**src/duart_pkg.sv**
```systemverilog
/*
 Constants for the dual UART register decoder: register offsets, field positions,
 reset values and identity codes. Assumes a host bus with three address lines.
*/
package duart_pkg;
	localparam logic [2:0] ADR_HOLD = 3'h0;
	localparam logic [2:0] ADR_IEN = 3'h1;
	localparam logic [2:0] ADR_ISTAT = 3'h2;
	localparam logic [2:0] ADR_LCTL = 3'h3;
	localparam logic [2:0] ADR_MCTL = 3'h4;
	localparam logic [2:0] ADR_LSTAT = 3'h5;
	localparam logic [2:0] ADR_MSTAT = 3'h6;
	localparam logic [2:0] ADR_SCRATCH = 3'h7;
	localparam logic [7:0] ENH_PAGE_KEY = 8'hbf;
	localparam int LCTL_DIV_BIT = 7;
	localparam int EFN_GATE_BIT = 4;
	localparam logic [7:0] IEN_BASE_MASK = 8'h0f;
	localparam logic [7:0] QCTL_BASE_MASK = 8'hcf;
	localparam logic [7:0] MCTL_BASE_MASK = 8'h1f;
	localparam logic [7:0] ISTAT_BASE_MASK = 8'hcf;
	localparam logic [7:0] ALTF_MASK = 8'h07;
	localparam logic [7:0] FRAC_MASK = 8'h3f;
	localparam logic [7:0] RST_LCTL = 8'h00;
	localparam logic [7:0] RST_ZERO = 8'h00;
	// Arbitrary identity values
	localparam logic [7:0] DEF_REVISION = 8'h01;
	localparam logic [7:0] DEF_IDENT = 8'h5a;
endpackage : duart_pkg

```
**src/duart_regs.sv**
```systemverilog
/*
 One channel's register bank and page decoder for a dual UART.
 Assumes a host bus synchronous to sys_clk with one-cycle read and write strobes;
 the receive, transmit and modem logic sit outside and feed status in.
*/
// Operation
// - Address lines pick register, select picks channel
// - Address 0 reads rx holding, writes tx
// - Divisor page maps 0/1 to divisor bytes
// - Divisor page, gate clear: alternate function at 2
// - Divisor page, gate set: fractional divisor at 2
// - Zero divisor: address 0 reads revision
// - Zero divisor: address 1 reads ident
// - Address 1 is interrupt enable normally
// - Address 2 reads status, writes queue control
// - Queue control fields decoded on write
// - Address 3 always line control
// - Address 4 modem control outside enhanced page
// - Address 5 line status unless key
// - Address 6 reads modem status
// - Address 7 scratch pad register
// - Key page: address 2 enhanced function
// - Key page: 4 and 5 resume chars
// - Key page: 6 and 7 pause chars
// - Enhanced bits gated by enhanced bit four
`timescale 1ns/1ns
module duart_regs
	import duart_pkg::*;
#(
	parameter logic [7:0] REVISION = DEF_REVISION,
	parameter logic [7:0] IDENT = DEF_IDENT
)
(
	input wire logic sys_clk,
	input wire logic reset,
	input wire logic chan_sel,
	input wire logic [2:0] addr,
	input wire logic rd_stb,
	input wire logic wr_stb,
	input wire logic [7:0] wr_data,
	input wire logic [7:0] rx_holding,
	input wire logic [3:0] int_source,
	input wire logic [1:0] int_flow,
	input wire logic [7:0] line_status,
	input wire logic [7:0] modem_status,
	output logic [7:0] rd_data_ff,
	output logic rd_valid_ff,
	output logic [7:0] tx_holding_ff,
	output logic tx_load_ff,
	output logic [7:0] line_control_ff,
	output logic [7:0] interrupt_enable_ff,
	output logic [7:0] modem_control_ff,
	output logic [7:0] enhanced_function_ff,
	output logic [7:0] divisor_low_ff,
	output logic [7:0] divisor_high_ff,
	output logic [7:0] divisor_fraction_ff,
	output logic [7:0] alt_function_ff,
	output logic fifo_enable_ff,
	output logic dma_mode_ff,
	output logic [1:0] tx_trigger_ff,
	output logic [1:0] rx_trigger_ff,
	output logic rx_fifo_reset_ff,
	output logic tx_fifo_reset_ff,
	output logic [7:0] resume_char_one_ff,
	output logic [7:0] resume_char_two_ff,
	output logic [7:0] pause_char_one_ff,
	output logic [7:0] pause_char_two_ff,
	output logic [7:0] scratch_pad_ff
);
	logic key_page;
	logic div_page;
	logic norm_page;
	logic gate;
	logic div_zero;
	logic rd;
	logic wr;
	logic [7:0] nxt_rd_data;

	// Enhanced page wins over divisor page since the key also sets the divisor bit
	assign key_page = (line_control_ff == ENH_PAGE_KEY);
	assign div_page = line_control_ff[LCTL_DIV_BIT] && !key_page;
	assign norm_page = !line_control_ff[LCTL_DIV_BIT];
	assign gate = enhanced_function_ff[EFN_GATE_BIT];
	assign div_zero = (divisor_low_ff == RST_ZERO) && (divisor_high_ff == RST_ZERO);
	assign rd = rd_stb && chan_sel;
	assign wr = wr_stb && chan_sel;

	function automatic logic [7:0] gated(input logic [7:0] v, input logic [7:0] base, input logic g);
		gated = g ? v : (v & base);
	endfunction : gated

	function automatic logic hit(input logic [2:0] a, input logic [2:0] ref_a);
		hit = (a == ref_a);
	endfunction : hit

	always_comb
	begin
		nxt_rd_data = RST_ZERO;
		unique case (addr)
			ADR_HOLD: nxt_rd_data = div_page ? (div_zero ? REVISION : divisor_low_ff) : rx_holding;
			ADR_IEN: nxt_rd_data = div_page ? (div_zero ? IDENT : divisor_high_ff)
				: gated(interrupt_enable_ff, IEN_BASE_MASK, gate);
			ADR_ISTAT:
			begin
				if (key_page)
					nxt_rd_data = enhanced_function_ff;
				else if (div_page)
					nxt_rd_data = gate ? (divisor_fraction_ff & FRAC_MASK) : alt_function_ff;
				else
					nxt_rd_data = gated({{2{fifo_enable_ff}}, int_flow, int_source}, ISTAT_BASE_MASK, gate);
			end
			ADR_LCTL: nxt_rd_data = line_control_ff;
			ADR_MCTL: nxt_rd_data = key_page ? resume_char_one_ff : gated(modem_control_ff, MCTL_BASE_MASK, gate);
			ADR_LSTAT: nxt_rd_data = key_page ? resume_char_two_ff : line_status;
			ADR_MSTAT: nxt_rd_data = key_page ? pause_char_one_ff : modem_status;
			ADR_SCRATCH: nxt_rd_data = key_page ? pause_char_two_ff : scratch_pad_ff;
		endcase
	end

	always_ff @(posedge sys_clk or posedge reset)
	begin
		if (reset)
		begin
			rd_data_ff <= RST_ZERO;
			rd_valid_ff <= 1'b0;
		end
		else
		begin
			rd_valid_ff <= rd;
			if (rd)
				rd_data_ff <= nxt_rd_data;
		end
	end

	always_ff @(posedge sys_clk or posedge reset)
	begin
		if (reset)
		begin
			tx_holding_ff <= RST_ZERO;
			tx_load_ff <= 1'b0;
		end
		else
		begin
			// The key value has the divisor bit set as well, so it must never start a transmit
			tx_load_ff <= wr && hit(addr, ADR_HOLD) && norm_page;
			if (wr && hit(addr, ADR_HOLD) && norm_page)
				tx_holding_ff <= wr_data;
		end
	end

	always_ff @(posedge sys_clk or posedge reset)
	begin
		if (reset)
		begin
			line_control_ff <= RST_LCTL;
			scratch_pad_ff <= RST_ZERO;
		end
		else if (wr)
		begin
			if (hit(addr, ADR_LCTL))
				line_control_ff <= wr_data;
			if (hit(addr, ADR_SCRATCH) && !key_page)
				scratch_pad_ff <= wr_data;
		end
	end

	always_ff @(posedge sys_clk or posedge reset)
	begin
		if (reset)
		begin
			divisor_low_ff <= RST_ZERO;
			divisor_high_ff <= RST_ZERO;
			alt_function_ff <= RST_ZERO;
			divisor_fraction_ff <= RST_ZERO;
		end
		else if (wr && div_page)
		begin
			if (hit(addr, ADR_HOLD))
				divisor_low_ff <= wr_data;
			if (hit(addr, ADR_IEN))
				divisor_high_ff <= wr_data;
			if (hit(addr, ADR_ISTAT) && !gate)
				alt_function_ff <= wr_data & ALTF_MASK;
			if (hit(addr, ADR_ISTAT) && gate)
				divisor_fraction_ff <= wr_data & FRAC_MASK;
		end
	end

	always_ff @(posedge sys_clk or posedge reset)
	begin
		if (reset)
		begin
			interrupt_enable_ff <= RST_ZERO;
			modem_control_ff <= RST_ZERO;
		end
		else if (wr && !div_page && !key_page)
		begin
			if (hit(addr, ADR_IEN))
				interrupt_enable_ff <= gated(wr_data, IEN_BASE_MASK, gate);
			if (hit(addr, ADR_MCTL))
				modem_control_ff <= gated(wr_data, MCTL_BASE_MASK, gate);
		end
		else if (wr && div_page && hit(addr, ADR_MCTL))
			modem_control_ff <= gated(wr_data, MCTL_BASE_MASK, gate);
	end

	always_ff @(posedge sys_clk or posedge reset)
	begin
		if (reset)
		begin
			fifo_enable_ff <= 1'b0;
			dma_mode_ff <= 1'b0;
			tx_trigger_ff <= 2'h0;
			rx_trigger_ff <= 2'h0;
			rx_fifo_reset_ff <= 1'b0;
			tx_fifo_reset_ff <= 1'b0;
		end
		else
		begin
			// Queue resets are self-clearing pulses
			rx_fifo_reset_ff <= 1'b0;
			tx_fifo_reset_ff <= 1'b0;
			if (wr && hit(addr, ADR_ISTAT) && !div_page && !key_page)
			begin
				fifo_enable_ff <= wr_data[0];
				rx_fifo_reset_ff <= wr_data[1];
				tx_fifo_reset_ff <= wr_data[2];
				dma_mode_ff <= wr_data[3];
				tx_trigger_ff <= gate ? wr_data[5:4] : 2'h0;
				rx_trigger_ff <= wr_data[7:6];
			end
		end
	end

	always_ff @(posedge sys_clk or posedge reset)
	begin
		if (reset)
		begin
			enhanced_function_ff <= RST_ZERO;
			resume_char_one_ff <= RST_ZERO;
			resume_char_two_ff <= RST_ZERO;
			pause_char_one_ff <= RST_ZERO;
			pause_char_two_ff <= RST_ZERO;
		end
		else if (wr && key_page)
		begin
			if (hit(addr, ADR_ISTAT))
				enhanced_function_ff <= wr_data;
			if (hit(addr, ADR_MCTL))
				resume_char_one_ff <= wr_data;
			if (hit(addr, ADR_LSTAT))
				resume_char_two_ff <= wr_data;
			if (hit(addr, ADR_MSTAT))
				pause_char_one_ff <= wr_data;
			if (hit(addr, ADR_SCRATCH))
				pause_char_two_ff <= wr_data;
		end
	end
endmodule : duart_regs

```
**config.mk**
```make
export PLATFORM = sky130hd
export DESIGN_NAME = duart_regs
export DESIGN_NICKNAME = d
export VERILOG_FILES = /design/src/duart_pkg.sv /design/src/duart_regs.sv
export SDC_FILE = /design/constraint.sdc
export NUM_CORES = 1
export LEC_CHECK = 0
export ABC_AREA = 1
export BUFFER_PORTS_ARGS = -buffer_cell sky130_fd_sc_hd__buf_2
export CORE_AREA = 4 4 120 122
export DETAILED_ROUTE_END_ITERATION = 8
export DIE_AREA = 0 0 124 126
export GPL_ROUTABILITY_DRIVEN = 1
export GPL_TIMING_DRIVEN = 0
export PLACE_DENSITY = 0.86
export SYNTH_ARGS = -nofsm -noshare
export SYNTH_HDL_FRONTEND = slang
export SYNTH_SLANG_ARGS = --single-unit
```
**constraint.sdc**
```tcl
create_clock -name sys_clk -period 3.74 [get_ports sys_clk]
set_input_delay 0.374 -clock sys_clk [delete_from_list [all_inputs] [get_ports sys_clk]]
set_output_delay 0.374 -clock sys_clk [all_outputs]
set_load 0.02 [all_outputs]
```
* After elaboration in Yosys (flattened, before gate mapping) *
Index checks and enable logic that the tools add are counted.
Widths: inputs -> output; s select.

operators by class
  equal/unequal tests = 9
  multiplexer cells = 23
  reductions and logical operators = 38

operators with widths
  operator            count
  $mux 8              17
  $pmux 8 s8          1
  $reduce_and 2->1    13
  $logic_and 1x1->1   17
  $logic_not 8->1     2
  $eq 3x3->1 const B  4
  $mux 6              2
  $eq 8x8->1 const B  1
  $eq 3x2->1 const B  2
  $logic_not 1->1     4
  $eq 3x1->1 const B  1
  $logic_not 3->1     1
  $mux 1              2
  $mux 2              1
  $ne 2x1->1 const B  1
  $reduce_bool 2->1   1

storage, ports and cells
  bits in registers = 123
  bits of input ports = 46
  logic and storage cells = 93

* Longest topological paths before layout *
  depth in word-level cells = 8
  mapped depth = 13
  gate-level depth less buffers = 12

* Least setup slack after synthesis *
Ideal clock, no wire load.

  path type = reg-to-reg
  from = register line_control_ff[7]
  to = register rd_data_ff[6]
  arrival = 1550 ps
  slack = 2074 ps
  cell stages (with the launch flop) = 12
  cells stage by stage = dfrtp_1 -> buf_4 -> nand2_2 -> nor2_8 -> nand2_8 -> buf_2 -> o21ai_0 -> nor2_1 -> nor2_1 -> nand3_1 -> nand2_1 -> nand2_1

on the way
  word-level cells in the longest chain between the ends = 6

RTL lines
  what                    RTL line           RTL
  from (decl)             duart_regs.sv:50   output logic [7:0] line_control_ff,
  from (signal assigned)  duart_regs.sv:161  line_control_ff <= wr_data;
  $eq 8x8->1              duart_regs.sv:80   assign key_page = (line_control_ff == ENH_PAGE_KEY);
  $logic_not 1->1         duart_regs.sv:81   assign div_page = line_control_ff[LCTL_DIV_BIT] && !key_page;
  $logic_and 1x1->1       duart_regs.sv:81
  $mux 8                  duart_regs.sv:107  else if (div_page)
  $mux 8                  duart_regs.sv:105  if (key_page)
  $pmux 8 s8 (*)          duart_regs.sv:99   unique case (addr)
  to (signal assigned)    duart_regs.sv:131  rd_data_ff <= nxt_rd_data;
  to (decl)               duart_regs.sv:46   output logic [7:0] rd_data_ff,

Every way passes the cells marked *; elsewhere a longest branch is shown, timed or not.
A chain may end at the register's enable or synchronous reset.

* Worst setup path after layout *
  from = register line_control_ff[0]
  to = register rd_data_ff[7]

on the way
  word-level cells in the longest chain between the ends = 6

RTL lines
  what               RTL line
  $eq 8x8->1 (*)     duart_regs.sv:80
  $logic_not 1->1    duart_regs.sv:81
  $logic_and 1x1->1  duart_regs.sv:81
  $mux 8             duart_regs.sv:107
  $mux 8             duart_regs.sv:105
  $pmux 8 s8 (*)     duart_regs.sv:99

Marked as above.

==> impl_metrics.py <==
metrics = {
    "synth": {
        "synth.distinct_cells": 27,
        "synth_warnings": 0,
        "ys_seq_area_frac": 0.503,
        "postSynthCellCount": 782,
        "syn_area_um2": 6120,
        "post_synth.cell_area_avg_um2": 7.82,
        "ys_ff_latch": 123,
    },
    "die": {
        "fp.dieW_um": 124,
        "die_area_um2": 15600,
        "start_util": 0.464,
        "rows": 42,
        "die_h_um": 126,
        "core_area_um2": 13200,
        "io_pins": 176,
    },
    "setup_path": {
        "reg2reg_from": "line_control_ff[0]",
        "r2r_slack_ns": 1.66,
        "startpoint_type": "flip-flop",
        "cp.arrival_ns": 2.38,
        "path_cells": "nand2_1 -> nor2_4 -> buf_2 -> nand3b_1 -> nand3_1 -> nand2_1 -> nor2_1 -> nand3_1 -> nand2_1 -> nand2_1",
        "critical_path_class": "reg -> reg",
        "path_delay_family": "simple AND/OR/NAND/NOR gates",
        "crit_buf_inv": 1,
        "r2r_end": "rd_data_ff[7]",
        "ff2ff_path_depth": 10,
        "endpoint_kind": "flip-flop",
        "cp_max_fo": 10,
        "max_stage_delay_ns": 0.43,
        "critPathRequiredTime_ns": 4.04,
        "crit_top_cell": "nand2_1",
        "slowest_stage": "dfrtp_1",
    },
    "timing": {
        "period_share": 0.556,
        "fin_skew_ns": 0.00577,
        "tns_ns": 0,
        "rsz0062_at_grt": "no",
        "tightest_slew_ns": 0.821,
        "period_needed_ns": 2.08,
        "drv_slew": 0,
        "fmax_ghz": 0.481,
        "whs_ns": 0.0159,
        "relSlewSlack": 0.453,
        "setup_viol": 0,
        "hold_violations": 0,
    },
    "drt": {
        "drc": 0,
        "avgRoutedWirePerCell_um": 18.1,
        "firstDrtPassIters": 5,
        "wirelength_mm": 21.0,
        "via_count": 6413,
        "vias_per_cell": 5.54,
        "drt_iter0_markers": 684,
        "ant_nets": 0,
    },
    "min_path": {
        "hold_path_class": "in -> async",
    },
    "place": {
        "hpwl_mm": 15.6,
        "place_area_um2": 7220,
        "gp_congestion": 0.963,
        "numPortBuffers": 166,
    },
    "global_routing": {
        "overflow": 0,
        "grtUsageTotal": 0.271,
        "grt_pass1_wl_mm": 32.0,
        "grt_max_degree": 64,
        "antenna_found_initial": 0,
        "first_global_vias": 5978,
    },
    "clock_tree": {
        "cts.path.max_buffers": 2,
        "cts_max_level": 4,
        "cts_made_buffers": 17,
        "post_cts_resized": 0,
        "clk_pin_slew_ns": 0.05,
        "clkLatencyLatePin_ns": 0.41,
        "ctsHoldBuffers": 0,
        "root_buffer": "clkbuf_16",
        "post-cts-setup-buffers": 0,
        "clock_sinks": 123,
        "cts_tree": "built",
    },
    "power": {
        "p_per_area_nw_per_um2": 496,
        "vdd_ir_drop_max_mv": 0.230,
        "p_leak_nw": 4.19,
    },
    "run_status": {
        "outcome": "finished, final reports clean",
    },
    "finish": {
        "syn_to_final_growth_pct": 25.9,
        "final_cell_mix": "260 x nand2_1, 185 x buf_2, 123 x dfrtp_1, 114 x o21ai_0, 61 x nor2_1",
        "layout_commonest_cell": "nand2_1",
        "drive_gt1_frac": 0.256,
        "n_fill_cell": 1191,
        "finalInstanceArea_um2": 7700,
        "regArea_um2": 3080,
        "fin_nets": 1020,
        "num_antenna_cells": 0,
        "multi_input_area_um2": 2590,
    },
    "flow_run": {
        "drv_cap": 0,
    },
}
## metrics by stage
step	std cells	util	total power, mW	setup WS (ns)
CTS	1158	0.584	3.81	1.77
floorplan	788	-	2.12	0.0951
global route	1158	0.584	3.97	1.62
global placement	1130	0.545	2.42	-1.10
detailed placement	1131	0.548	2.45	1.79
finish	1158	0.584	3.82	1.66
## area by class of cell
type | instances | share of cell area
Buffer | 46 | 0.0333
Clock buffer | 23 | 0.0594
Clock inverter | 4 | 0.00292
Inverter | 58 | 0.0289
Multi-Input combinational cell | 561 | 0.336
Sequential cell | 123 | 0.400
Tap cell | 176 | 0.0286
Timing Repair Buffer | 167 | 0.111
## synthesized netlist by cell type (all sizes together)
library cell  instances  area [um^2]
nand3                32          173
conb                  1         3.75
nand3b               18          135
inv                  58          218
or2                   2         12.5
nor3                  5         75.1
clkbuf               13         48.8
nand4                 6         37.5
dfrtp               123         3080
o21bai                1         7.51
nor2                 65          283
a22oi                 1         7.51
a21oi                20          100
nand2               272         1070
buf                  33          208
o21ai               132          661
## logic make-up after synthesis
| kind of cell | synth area share |
|---|---|
| other | 0.000613 |
| buffers and inverters | 0.0775 |
| DFF | 0.503 |
| and+or+nand+nor | 0.292 |
| AOI/OAI and AO/OA | 0.127 |
## worst max-delay path by stage
stage	from	to	slack [ns]	depth (start not counted)
3_5_place_dp	line_control_ff[0]	rd_data_ff[1]	1.79	10
2_1_floorplan	reset	alt_function_ff[0]	0.1	1
5_1_grt	line_control_ff[0]	rd_data_ff[7]	1.62	10
3_3_place_gp	reset	scratch_pad_ff[0]	-1.10	2
4_1_cts	line_control_ff[0]	rd_data_ff[1]	1.77	10
6_report	line_control_ff[0]	rd_data_ff[7]	1.66	10
## per-layer routing
| layer | part of all wire | wire (um) | vias up | GRT usage |
|---|---|---|---|---|
| li1 | - | - | 2880 | - |
| met1 | 0.39 | 8180 | 2997 | 0.365 |
| met2 | 0.45 | 9430 | 453 | 0.410 |
| met3 | 0.11 | 2350 | 83 | 0.0641 |
| met4 | 0.048 | 1010 | 0 | 0.130 |
| met5 | 0 | 0 | - | 0 |
## flip-flops by register name, indices dropped and copies added (netlist names), 3 cells and up
| signal | flops |
|---|---|
| line_control_ff | 8 |
| pause_char_one_ff | 8 |
| resume_char_one_ff | 8 |
| tx_holding_ff | 8 |
| divisor_fraction_ff | 6 |
| modem_control_ff | 8 |
| divisor_high_ff | 8 |
| interrupt_enable_ff | 8 |
| pause_char_two_ff | 8 |
| rd_data_ff | 8 |
| alt_function_ff | 3 |
| divisor_low_ff | 8 |
| enhanced_function_ff | 8 |
| scratch_pad_ff | 8 |
| resume_char_two_ff | 8 |
## power by group
group / switching [mW] / leakage [nW] / internal [mW] / total [mW]
clock: 0.541 / 0.234 / 0.838 / 1.38
sequential: 0.126 / 1.65 / 1.47 / 1.60
combinational: 0.575 / 2.31 / 0.266 / 0.841
total: 1.24 / 4.19 / 2.58 / 3.82
No activity file was read; power rests on OpenSTA's default activity.
